[src/logic/occ_pkg.sv]
// Purpose: constants and types for the output compare control block
// Assumes: axi4-lite register bus, 32-bit data, one word per register
// Notes: control register keeps the 16-bit layout in the low half
package occ_pkg;
  // register byte offsets
  localparam logic [7:0] OCC_CTRL_OFF = 8'h00;
  localparam logic [7:0] OCC_PRIM_OFF = 8'h04;
  localparam logic [7:0] OCC_SEC_OFF = 8'h08;
  localparam logic [7:0] OCC_STAT_OFF = 8'h0c;
  localparam logic [7:0] OCC_MASK_OFF = 8'h10;
  // control field positions
  localparam int OCC_IDLE_BIT = 13;
  localparam int OCC_FLT_BIT = 4;
  localparam int OCC_TSEL_BIT = 3;
  localparam int OCC_MODE_LSB = 0;
  // status bit positions
  localparam int OCC_ST_RISE = 0;
  localparam int OCC_ST_FALL = 1;
  localparam int OCC_ST_FAULT = 2;
  // reset values
  localparam logic [15:0] OCC_CTRL_RST = 16'h0000;
  localparam logic [15:0] OCC_CMP_RST = 16'h0000;
  localparam logic [2:0] OCC_IRQ_RST = 3'h0;
  localparam logic [1:0] OCC_RESP_OKAY = 2'h0;
  localparam logic [1:0] OCC_RESP_SLVERR = 2'h2;

  typedef enum logic [2:0] {
    OCC_M_OFF = 3'b000,
    OCC_M_LOW1 = 3'b001,
    OCC_M_HIGH1 = 3'b010,
    OCC_M_TOGGLE = 3'b011,
    OCC_M_DELAY1 = 3'b100,
    OCC_M_CONT = 3'b101,
    OCC_M_PWM = 3'b110,
    OCC_M_PWMF = 3'b111
  } occ_mode_t;
endpackage

[src/logic/occ_top.sv]
// Purpose: output compare channel control, registers over axi4-lite
// Assumes: timer counts arrive on aclk; idle and fault arrive from pins
// Notes: each edge of the compare pin that the mode names raises an event
// Notes: the fault flag is cleared by hardware only, when the mode leaves 111; rewriting 111 keeps it
// Behaviour
// - with idle stop set the channel freezes during cpu idle, otherwise it runs on.
// - a fault sets the fault flag and only hardware clears it, never a bus write.
// - the fault flag only has meaning in pwm-with-fault mode.
// - the timebase select bit picks timer three when 1 and timer two when 0.
// - mode 000 hands the pin to gpio, 001/100/101 start low, 010 high, with the listed interrupt edges.
// - toggle mode inverts the pin each compare, keeps its level on entry, and interrupts on both edges.
// - pwm modes start low if the primary value is zero else high, and mode 110 never interrupts.
// - in mode 111 a falling edge of fault input a raises the interrupt.
`timescale 1ns/1ps
module occ_top
  import occ_pkg::*;
(
  input wire logic aclk, // 250 mhz clock
  input wire logic aresetn, // sync reset, active low
  input wire logic [15:0] timebase_two, // timer two count
  input wire logic [15:0] timebase_three, // timer three count
  input wire logic [15:0] period_two, // timer two period
  input wire logic [15:0] period_three, // timer three period
  input wire logic cpu_idle, // cpu idle level, async
  input wire logic fault_input_a, // fault pin, async
  output logic compare_output_pin, // compare output value
  output logic compare_output_en, // high while channel owns the pin
  output logic irq, // level interrupt
  input wire logic [7:0] s_axi_awaddr, // write address
  input wire logic s_axi_awvalid, // write address valid
  output logic s_axi_awready, // write address ready
  input wire logic [31:0] s_axi_wdata, // write data
  input wire logic [3:0] s_axi_wstrb, // byte enables
  input wire logic s_axi_wvalid, // write data valid
  output logic s_axi_wready, // write data ready
  output logic [1:0] s_axi_bresp, // write response
  output logic s_axi_bvalid, // write response valid
  input wire logic s_axi_bready, // write response ready
  input wire logic [7:0] s_axi_araddr, // read address
  input wire logic s_axi_arvalid, // read address valid
  output logic s_axi_arready, // read address ready
  output logic [31:0] s_axi_rdata, // read data
  output logic [1:0] s_axi_rresp, // read response
  output logic s_axi_rvalid, // read data valid
  input wire logic s_axi_rready // read data ready
);

  // all state of the channel and its bus slave in one record
  typedef struct packed {
    logic [1:0] idle_sync;
    logic [2:0] flt_sync;
    logic [15:0] ctrl;
    logic [15:0] prim;
    logic [15:0] sec;
    logic [2:0] stat;
    logic [2:0] mask;
    logic pin;
    logic en;
    logic done;
    logic [2:0] last_mode;
    logic irq;
    logic aw_hold;
    logic [7:0] aw_addr;
    logic w_hold;
    logic [31:0] w_data;
    logic [3:0] w_strb;
    logic bvalid;
    logic [1:0] bresp;
    logic rvalid;
    logic [31:0] rdata;
    logic [1:0] rresp;
    logic awrdy;
    logic wrdy;
    logic arrdy;
  } occ_state_t;

  // present and next state
  occ_state_t s;
  occ_state_t next_s;

  // byte-enable merge of a 16-bit register
  // bytes 2 and 3 of the bus word are ignored, the registers are 16 bits
  function automatic logic [15:0] occ_merge(input logic [15:0] old, input logic [31:0] d, input logic [3:0] be);
    occ_merge = {be[1] ? d[15:8] : old[15:8], be[0] ? d[7:0] : old[7:0]};
  endfunction

  // known offsets answer okay, anything else slverr
  function automatic logic occ_hit(input logic [7:0] a);
    occ_hit = (a == OCC_CTRL_OFF) || (a == OCC_PRIM_OFF) || (a == OCC_SEC_OFF) ||
              (a == OCC_STAT_OFF) || (a == OCC_MASK_OFF);
  endfunction

  // decoded channel controls and bus strobes
  logic [15:0] tcount;
  logic [15:0] tperiod;
  occ_mode_t mode;
  logic run;
  logic hit_prim;
  logic hit_sec;
  logic pin_rise;
  logic pin_fall;
  logic flt_fall;
  logic do_wr;
  logic do_rd;
  logic [2:0] ev;
  logic [15:0] ctrl_wr;
  logic new_mode;

  // timebase choice and channel decode
  // idle stop freezes the compare engine only; the register bus keeps answering
  always_comb begin
    tcount = s.ctrl[OCC_TSEL_BIT] ? timebase_three : timebase_two;
    tperiod = s.ctrl[OCC_TSEL_BIT] ? period_three : period_two;
    mode = occ_mode_t'(s.ctrl[OCC_MODE_LSB +: 3]);
    run = !(s.ctrl[OCC_IDLE_BIT] && s.idle_sync[1]);
    hit_prim = run && (tcount == s.prim);
    hit_sec = run && (tcount == s.sec);
    // synchroniser first stage is left alone, edges use stages 1 and 2
    flt_fall = s.flt_sync[2] && !s.flt_sync[1];
    do_wr = s.aw_hold && s.w_hold && !s.bvalid;
    do_rd = s_axi_arvalid && !s.rvalid;
    new_mode = (mode != occ_mode_t'(s.last_mode));
  end

  always_comb begin
    next_s = s;
    next_s.idle_sync = {s.idle_sync[0], cpu_idle};
    next_s.flt_sync = {s.flt_sync[1:0], fault_input_a};
    next_s.last_mode = mode;
    // compare engine per mode
    // 001 and 010 fire once at the primary match, then sit until the mode is changed
    // 100 rises at the primary match and falls at the secondary match, once
    // 101 repeats that pulse on every pass of the timer
    // 011 flips the pin on each primary match and never reloads it
    // 110 and 111 rise at the period match and fall at the secondary match
    // the timer is expected to hold each count for at least one clock
    if (new_mode) begin
      next_s.done = 1'b0;
      case (mode)
        OCC_M_OFF: next_s.en = 1'b0;
        OCC_M_LOW1, OCC_M_DELAY1, OCC_M_CONT: begin
          next_s.en = 1'b1;
          next_s.pin = 1'b0;
        end
        OCC_M_HIGH1: begin
          next_s.en = 1'b1;
          next_s.pin = 1'b1;
        end
        OCC_M_TOGGLE: next_s.en = 1'b1;
        default: begin
          next_s.en = 1'b1;
          next_s.pin = (s.prim != 16'h0000);
        end
      endcase
    end else if (run) begin
      case (mode)
        OCC_M_OFF: next_s.en = 1'b0;
        OCC_M_LOW1: if (hit_prim && !s.done) begin
          next_s.pin = 1'b1;
          next_s.done = 1'b1;
        end
        OCC_M_HIGH1: if (hit_prim && !s.done) begin
          next_s.pin = 1'b0;
          next_s.done = 1'b1;
        end
        OCC_M_TOGGLE: if (hit_prim) next_s.pin = !s.pin;
        OCC_M_DELAY1: begin
          if (hit_prim && !s.done) next_s.pin = 1'b1;
          else if (hit_sec && s.pin) begin
            next_s.pin = 1'b0;
            next_s.done = 1'b1;
          end
        end
        OCC_M_CONT: begin
          if (hit_prim) next_s.pin = 1'b1;
          else if (hit_sec) next_s.pin = 1'b0;
        end
        OCC_M_PWM: begin
          if (tcount == tperiod) next_s.pin = (s.sec != 16'h0000);
          else if (hit_sec) next_s.pin = 1'b0;
        end
        default: begin
          // fault forces the pin low until the mode is changed
          if (s.ctrl[OCC_FLT_BIT]) next_s.pin = 1'b0;
          else if (tcount == tperiod) next_s.pin = (s.sec != 16'h0000);
          else if (hit_sec) next_s.pin = 1'b0;
        end
      endcase
    end
    // pin edge events per mode
    // the cycle that loads the initial level raises no event, whatever the pin does
    pin_rise = next_s.pin && !s.pin && s.en && !new_mode;
    pin_fall = !next_s.pin && s.pin && s.en && !new_mode;
    ev = 3'h0;
    case (mode)
      OCC_M_LOW1: ev[OCC_ST_RISE] = pin_rise;
      OCC_M_HIGH1, OCC_M_DELAY1, OCC_M_CONT: ev[OCC_ST_FALL] = pin_fall;
      OCC_M_TOGGLE: begin
        ev[OCC_ST_RISE] = pin_rise;
        ev[OCC_ST_FALL] = pin_fall;
      end
      OCC_M_PWMF: ev[OCC_ST_FAULT] = flt_fall && run;
      default: ev = 3'h0;
    endcase
    // write channel capture, either order
    // address and data are each parked in a holding slot until both are in,
    // so the master may offer them in any order and at any spacing
    // a ready drops while its slot is full; the slot frees when the write is carried out
    if (s_axi_awvalid && !s.aw_hold) begin
      next_s.aw_hold = 1'b1;
      next_s.aw_addr = s_axi_awaddr;
    end
    if (s_axi_wvalid && !s.w_hold) begin
      next_s.w_hold = 1'b1;
      next_s.w_data = s_axi_wdata;
      next_s.w_strb = s_axi_wstrb;
    end
    next_s.stat = s.stat;
    ctrl_wr = occ_merge(s.ctrl, s.w_data, s.w_strb);
    if (do_wr) begin
      next_s.aw_hold = 1'b0;
      next_s.w_hold = 1'b0;
      next_s.bvalid = 1'b1;
      next_s.bresp = occ_hit(s.aw_addr) ? OCC_RESP_OKAY : OCC_RESP_SLVERR;
      if (s.aw_addr == OCC_CTRL_OFF) begin
        // fault flag is read-only, a write leaves it alone
        next_s.ctrl = {2'h0, ctrl_wr[OCC_IDLE_BIT], 8'h00, s.ctrl[OCC_FLT_BIT], ctrl_wr[3:0]};
        // writing a different mode is the hardware path that clears the fault
        if (ctrl_wr[OCC_MODE_LSB +: 3] != s.ctrl[OCC_MODE_LSB +: 3]) next_s.ctrl[OCC_FLT_BIT] = 1'b0;
      end else if (s.aw_addr == OCC_PRIM_OFF) begin
        next_s.prim = occ_merge(s.prim, s.w_data, s.w_strb);
      end else if (s.aw_addr == OCC_SEC_OFF) begin
        next_s.sec = occ_merge(s.sec, s.w_data, s.w_strb);
      end else if (s.aw_addr == OCC_STAT_OFF) begin
        if (s.w_strb[0]) next_s.stat = s.stat & ~s.w_data[2:0];
      end else if (s.aw_addr == OCC_MASK_OFF) begin
        if (s.w_strb[0]) next_s.mask = s.w_data[2:0];
      end
    end
    // set wins over clear
    next_s.stat = next_s.stat | ev;
    // fault latch only in pwm-with-fault mode
    // the set comes after the clears, so a fault in the cycle of a clear is not lost
    // outside mode 111 the flag is held clear, as it carries no meaning there
    if (mode == OCC_M_PWMF && flt_fall && run) next_s.ctrl[OCC_FLT_BIT] = 1'b1;
    if (mode != OCC_M_PWMF) next_s.ctrl[OCC_FLT_BIT] = 1'b0;
    if (s.bvalid && s_axi_bready) next_s.bvalid = 1'b0;
    // read channel
    // one read at a time: arready stays low until the data beat is taken
    if (do_rd) begin
      next_s.rvalid = 1'b1;
      next_s.rresp = occ_hit(s_axi_araddr) ? OCC_RESP_OKAY : OCC_RESP_SLVERR;
      if (s_axi_araddr == OCC_CTRL_OFF) next_s.rdata = {16'h0000, s.ctrl};
      else if (s_axi_araddr == OCC_PRIM_OFF) next_s.rdata = {16'h0000, s.prim};
      else if (s_axi_araddr == OCC_SEC_OFF) next_s.rdata = {16'h0000, s.sec};
      else if (s_axi_araddr == OCC_STAT_OFF) next_s.rdata = {29'h0, s.stat};
      else if (s_axi_araddr == OCC_MASK_OFF) next_s.rdata = {29'h0, s.mask};
      else next_s.rdata = 32'h0;
    end else if (s.rvalid && s_axi_rready) begin
      next_s.rvalid = 1'b0;
    end
    // readies registered from the next holding state, so no output is combinational
    next_s.awrdy = !next_s.aw_hold;
    next_s.wrdy = !next_s.w_hold;
    next_s.arrdy = !next_s.rvalid;
    next_s.irq = |(next_s.stat & next_s.mask);
  end

  // single state register
  // synchronous reset only; every field comes back to a constant
  always_ff @(posedge aclk) begin
    if (!aresetn) begin
      s <= '0;
      s.ctrl <= OCC_CTRL_RST;
      s.prim <= OCC_CMP_RST;
      s.sec <= OCC_CMP_RST;
      s.stat <= OCC_IRQ_RST;
      s.mask <= OCC_IRQ_RST;
      s.bresp <= OCC_RESP_OKAY;
      s.rresp <= OCC_RESP_OKAY;
      s.awrdy <= 1'b1;
      s.wrdy <= 1'b1;
      s.arrdy <= 1'b1;
    end else begin
      s <= next_s;
    end
  end

  // outputs straight from the state register
  // readies are registered too, so nothing combinational reaches a port
  always_comb begin
    compare_output_pin = s.pin;
    compare_output_en = s.en;
    irq = s.irq;
    s_axi_awready = s.awrdy;
    s_axi_wready = s.wrdy;
    s_axi_bvalid = s.bvalid;
    s_axi_bresp = s.bresp;
    s_axi_arready = s.arrdy;
    s_axi_rvalid = s.rvalid;
    s_axi_rdata = s.rdata;
    s_axi_rresp = s.rresp;
  end
endmodule

[config.mk]
export PLATFORM = sky130hd
export DESIGN_NAME = occ_top
export DESIGN_NICKNAME = d
export VERILOG_FILES = /design/src/logic/occ_pkg.sv /design/src/logic/occ_top.sv
export SDC_FILE = /design/constraint.sdc
export NUM_CORES = 1
export LEC_CHECK = 0
export BUFFER_PORTS_ARGS = -buffer_cell sky130_fd_sc_hd__buf_4
export CAP_MARGIN = 20
export CORE_MARGIN = 10
export CORE_UTILIZATION = 53
export CTS_CLUSTER_DIAMETER = 60
export DETAILED_ROUTE_END_ITERATION = 7
export PLACE_DENSITY = 0.86
export SLEW_MARGIN = 20
export SYNTH_ARGS = -nofsm -noshare
export SYNTH_HDL_FRONTEND = slang
export SYNTH_SLANG_ARGS = --single-unit
[constraint.sdc]
create_clock -name aclk -period 3.4 [get_ports aclk]
set_clock_uncertainty 0.15 [all_clocks]
set_input_delay 0.17 -clock aclk [delete_from_list [all_inputs] [get_ports aclk]]
set_output_delay 0.17 -clock aclk [all_outputs]
set_load 0.005 [all_outputs]
==> results of run 1 <==
[synthesized netlist by cell type, types with 2 or more instances]
master and number:
a221oi_1 3, inv_1 10, or2_2 2, nand2_1 116, nor3b_1 4, dfxtp_1 107, and3_1 3, buf_6 2
clkbuf_1 35, a21oi_1 10, nor4_1 19, buf_4 36, a22o_1 12, xnor2_1 49, o21ai_0 14, nor3_1 14
nor2b_1 25, nand4_1 8, a21boi_0 65, or3_4 2, nor2_1 10, mux4_2 3, o21a_1 4, mux2i_2 8
and2_1 10, mux2i_1 29, nand3b_1 3, xor2_1 21, nand3_1 31, nand2b_1 4, or4_1 4
[per-stage QoR]
step	hold slack, ns	cell area (µm²)	cells	utilization
global route	0.167	7270	951	0.671
floorplan	0.147	5950	699	-
CTS	0.102	7270	951	0.671
finish	0.107	7270	951	0.671
global placement	0.227	6720	901	0.620
detailed placement	0.231	6720	901	0.620
[flip-flops by register name (all words and copies together) (netlist names)]
name and flops:
compare_output_pin 1, s_axi_rresp 1, s_axi_arready 1, s_axi_awready 1, next_s 3, s_axi_bresp 1
s_axi_rdata 16, s_axi_wready 1, irq 1, s 75, mode 3, compare_output_en 1
s_axi_bvalid 1, s_axi_rvalid 1
[cell families (layout without fill, tap and decap cells)]
| logic type | after synthesis | in the layout | synth area share |
|---|---|---|---|
| AO/OA/AOI/OAI | 118 | 118 | 0.146 |
| XOR/XNOR | 70 | 70 | 0.104 |
| buffers and inverters | 85 | 197 | 0.0825 |
| flip-flops | 107 | 107 | 0.364 |
| multiplexers | 41 | 41 | 0.0814 |
| other | 1 | 18 | 0.000637 |
| AND/OR/NAND/NOR | 260 | 260 | 0.221 |
[worst max-delay path: stages, from the launching register on]
cell and delay (ns):
dfxtp_1 0.37, buf_12 0.20, mux2i_2 0.31, xnor2_1 0.10
nor4_1 0.42, nand4_1 0.22, or3_1 0.39, a211oi_2 0.23
nand4b_2 0.21, a32o_1 0.30
[final timing paths]
check | startpoint | end | slack, ns | cells after the start
worst max-delay path | s[135]$_SDFFE_PN0P_ | compare_output_pin$_SDFF_PN0_ | 0.39 | 9
worst min register to register | next_s[152]$_SDFF_PN0_ | s[152]$_SDFF_PN0_ | 0.29 | 1
worst min-delay path | s_axi_araddr[3] | s_axi_rdata[4]$_SDFFE_PN0P_ | 0.11 | 4
worst max register to register | s[135]$_SDFFE_PN0P_ | compare_output_pin$_SDFF_PN0_ | 0.39 | 9
[final cells by class]
| class | instances | area, µm² |
|---|---|---|
| sequential | 107 | 2140 |
| timing repair buffer | 171 | 1380 |
| inverter | 10 | 37.5 |
| multi-input combinational | 507 | 3330 |
| clock buffer | 10 | 138 |
| clock inverter | 6 | 73.8 |
| tap | 140 | 175 |
| fill | 870 | 3570 |
[per-layer routing]
metal,global-route usage,part of all wire,up-vias
met1,0.252,0.41,2444
met3,0.0406,0.072,32
met4,0.0603,0.017,0
met2,0.362,0.51,222
met5,0,0,-
li1,-,-,2533
[power by group through the flow]
stage / Sequential [W] / Combinational [W] / Clock (W)
6_report: 0.00132 / 0.000358 / 0.000822
5_1_grt: 0.00132 / 0.000394 / 0.000878
4_1_cts: 0.00131 / 0.000357 / 0.000837
3_5_place_dp: 0.00134 / 0.000324 / 0
3_3_place_gp: 0.00134 / 0.000313 / 0
2_1_floorplan: 0.00133 / 0.000195 / 0
==> impl_metrics.json, run 1 <==
{
  "status": "finished clean",
  "track_usage": 0.207,
  "cts_resized": 0,
  "io_pins": 169,
  "avgSynthCellArea_um2": 8.63,
  "crit_fanout": 22,
  "start_util": 0.543,
  "layout_common_cells": "buf_4 (136), nand2_1 (116), dfxtp_1 (107)",
  "path_clk_slew_ns": 0.11,
  "cts_buffer_depth": 2,
  "cts_tree": "done",
  "synth_top_area_cell": "dfxtp_1",
  "drive_above_1_share": 0.217,
  "max_freq_mhz": 333,
  "critPathRequiredTime_ns": 3.53,
  "p_clk_frac": 0.329,
  "root_buffer": "clkbuf_8",
  "cp.arrival_ns": 3.13,
  "combPwrFrac": 0.143,
  "critPathCaptureType": "flop",
  "power_leakage_nw": 2.86,
  "yosysWarnings": 0,
  "synth.area.top_cells": "dfxtp_1 (36%), a21boi_0 (8.3%), nand2_1 (7.4%)",
  "htree_levels": 3,
  "synth_cell_types": 50,
  "post_cts_buffers": 0,
  "die_h_um": 125,
  "routedWlPerCell_um": 17.6,
  "slew_viol_final": 0,
  "coreArea_um2": 10800,
  "antenna_cells": 0,
  "gp_congestion": 0.997,
  "grt_setup_unrepaired": "no",
  "portBuffers": 132,
  "grt_overflow": 0,
  "hold_viol": 0,
  "grt_first_pass_wirelength_um": 27300,
  "max_slew.worst_pin.slew_ns": 0.992,
  "die_area_um2": 15700,
  "drc": 0,
  "finalCriticalPeriod_ns": 3.01,
  "dp_slack_ns": 0.464,
  "ant_nets": 0,
  "insertion_delay_ns": 0.37,
  "first_iter_violations": 433,
  "internal-power_w": 0.00186,
  "final.setup.worst_slack_ns": 0.395,
  "swShare": 0.256,
  "ys_seq_elements": 107,
  "syn_inst": 682,
  "min_path_type": "in2reg",
  "synth_ff_type": "dfxtp_1",
  "die_x_um": 125,
  "clkSinkCount": 107,
  "synthArstFlopShare": 0,
  "grt_pass1_vias": 5348,
  "finalWirelength_um": 16700,
  "synth_seq_area_share": 0.364,
  "worst_slew_margin_rel": 0.337,
  "setup-tns-final_ns": 0,
  "final_common_cell": "buf_4",
  "dr.pass1.iters": 5,
  "p_total_w": 0.00250,
  "syn2layout_area_growth_pct": 23.5,
  "period_share": 0.884,
  "viasPerCell": 5.50,
  "numCtsBuffers": 9,
  "grt_max_degree": 83,
  "grt_antenna_before_repair": 0,
  "dr_total_vias": 5231,
  "ir_drop_uv": 205,
  "cap_viol_max_count": 0,
  "final_nets": 931,
  "syn_area_um2": 5890,
  "netlist.area_leader.share": 0.364,
  "cp-start-kind": "flop",
  "crit_type": "reg2reg",
  "p_switching_w": 0.000639,
  "setup_viol": 0,
  "synth_edf_count": 0,
  "cts_hold_buf": 34,
  "hpwlAfterDp_um": 12800,
  "num_rows": 38,
  "p_seq_frac": 0.527,
  "power_density_nw_per_um2": 343
}
Power figures use the tool's default switching activity.
==> inputs of run 2 (changes only) <==
CELL_PAD_IN_SITES_DETAIL_PLACEMENT = 1   (was not set)
CELL_PAD_IN_SITES_GLOBAL_PLACEMENT = 2   (was not set)
CORE_UTILIZATION = 30   (was 53)
PLACE_DENSITY = 0.85   (was 0.86)
==> run 2 against run 1 <==
  * Clock power increased by 33%
  * Global-route usage decreased by 6.5 points
  * Fmax increased by 1.4%
  * Flip-flop and latch count unchanged
  * Highest routed layer unchanged
  * Die area increased by 63%
==> impl_metrics.json, run 2 (synthesis gave the netlist of run 1 again) <==
{
  "status": "finished clean",
  "die_h_um": 160,
  "largest_register": "s",
  "hold_viol": 0,
  "portBuffers": 132,
  "setup_viol": 0,
  "power_density_nw_per_um2": 366,
  "slowest_delay_ns": 0.40,
  "design_area_um2": 7540,
  "largest_reg_flops": 75,
  "finalNonFillerCells": 1078,
  "placed_cells": 1029,
  "grt_use_met2": 0.240,
  "path_delay_family": "simple AND/OR/NAND/NOR gates",
  "cts_hold_buf": 33,
  "placed_cell_area_um2": 6900,
  "numCtsBuffers": 9,
  "start_util": 0.303,
  "drc": 0,
  "crit_chain": "buf_12, mux2i_2, xnor2_1, nor4_1, nand4_1, or3_1, a211oi_2, nand4b_2, a32o_1",
  "grt_pass1_vias": 5334,
  "syn2layout_area_growth_pct": 28.0,
  "track_usage": 0.142,
  "num_rows": 51,
  "finalCriticalPeriod_ns": 2.96,
  "power_leakage_nw": 2.92,
  "ir_drop_uv": 226,
  "p_total_w": 0.00276,
  "cp.arrival_ns": 3.08,
  "finalWirelength_um": 18300,
  "dr_total_vias": 5080,
  "grt_setup_unrepaired": "no",
  "slew_viol_final": 0,
  "post_cts_buffers": 0,
  "cp_slowest_cell": "nor4_1",
  "grt_overflow": 0,
  "hpwlAfterDp_um": 14300,
  "use_met3": 0.0339,
  "min_path_type": "in2reg",
  "htree_levels": 3,
  "cts_buffer_depth": 2,
  "grt_max_degree": 64,
  "viasPerCell": 4.71,
  "crit_type": "reg2reg",
  "worst-path-buf-inv": 1,
  "grt_first_pass_wirelength_um": 29500,
  "setup-tns-final_ns": 0,
  "die_area_um2": 25600,
  "root_buffer": "clkbuf_16",
  "cts_resized": 0,
  "drive_above_1_share": 0.219,
  "die_x_um": 160,
  "gp_congestion": 0.889,
  "cts_tree": "done",
  "path_clk_slew_ns": 0.08,
  "final_common_cell": "buf_4",
  "busiest_layer": "met2",
  "grt_antenna_before_repair": 0,
  "ant_nets": 0,
  "grtUsageMet1": 0.178,
  "insertion_delay_ns": 0.37,
  "layout_common_cells": "buf_4 (139), nand2_1 (116), dfxtp_1 (107)",
  "holdWs_ns": 0.152,
  "coreArea_um2": 19400,
  "io_pins": 169,
  "antenna_cells": 0,
  "crit_fanout": 21,
  "routedWlPerCell_um": 17.0,
  "period_share": 0.871,
  "critPathRequiredTime_ns": 3.52,
  "dr.pass1.iters": 4,
  "cap_viol_max_count": 0,
  "max_slew.worst_pin.slew_ns": 0.966,
  "final_nets": 933,
  "first_iter_violations": 301,
  "critPathCaptureType": "flop",
  "clkSinkCount": 107,
  "worst_slew_margin_rel": 0.355,
  "max_freq_mhz": 338,
  "cp-start-kind": "flop"
}
run 2: changes by cell type in the layout (fill, tap and decap cells not counted), moves of 2 or more:
| cell | previous run | this run |
|---|---|---|
| clkbuf_8 | 10 | 0 |
| clkbuf_16 | 0 | 9 |
| buf_4 | 136 | 139 |
| clkinvlp_4 | 2 | 0 |
| inv_8 | 1 | 3 |
run 2: cell type report:
cell class / instances / area [µm²]
Timing Repair Buffer: 173 / 1390
Tap cell: 265 / 332
Clock inverter: 7 / 83.8
Inverter: 10 / 37.5
Sequential cell: 107 / 2140
Fill cell: 2333 / 11900
Clock buffer: 9 / 225
Multi-Input combinational cell: 507 / 3320
run 2: routing by layer:
layer,vias to the layer above,wire length [µm],part of all wire
met4,0,201,0.011
met3,13,953,0.052
met1,2396,8170,0.45
met5,-,0,0
met2,127,9000,0.49
li1,2544,-,-
run 2: final timing paths:
path	cells after the start	from	slack [ns]	endpoint
worst max register to register	9	s[135]$_SDFFE_PN0P_	0.44	compare_output_pin$_SDFF_PN0_
worst min-delay path	5	s_axi_araddr[5]	0.15	s_axi_rresp[1]$_SDFFE_PN0P_
worst min register to register	1	next_s[149]$_SDFF_PN0_	0.29	next_s[150]$_SDFF_PN0_
worst max-delay path	9	s[135]$_SDFFE_PN0P_	0.44	compare_output_pin$_SDFF_PN0_
run 2: stage by stage:
step                setup WS (ns)   util
CTS                         0.453  0.389
global route                0.226  0.389
finish                      0.438  0.389
floorplan                   0.820      -
detailed placement          0.469  0.356
global placement            0.465  0.356
run 2: power breakdown:
group          internal [W]  total (W)  switching, W
combinational      0.000204   0.000356      0.000153
sequential          0.00128    0.00131     0.0000306
clock              0.000533    0.00109      0.000554
run 2: worst reg2reg max path, stage by stage, from the launching register on:
cell and delay, ns:
dfxtp_1 0.39, buf_12 0.20, mux2i_2 0.30, xnor2_1 0.10, nor4_1 0.40, nand4_1 0.24, or3_1 0.39, a211oi_2 0.21
nand4b_2 0.19, a32o_1 0.28
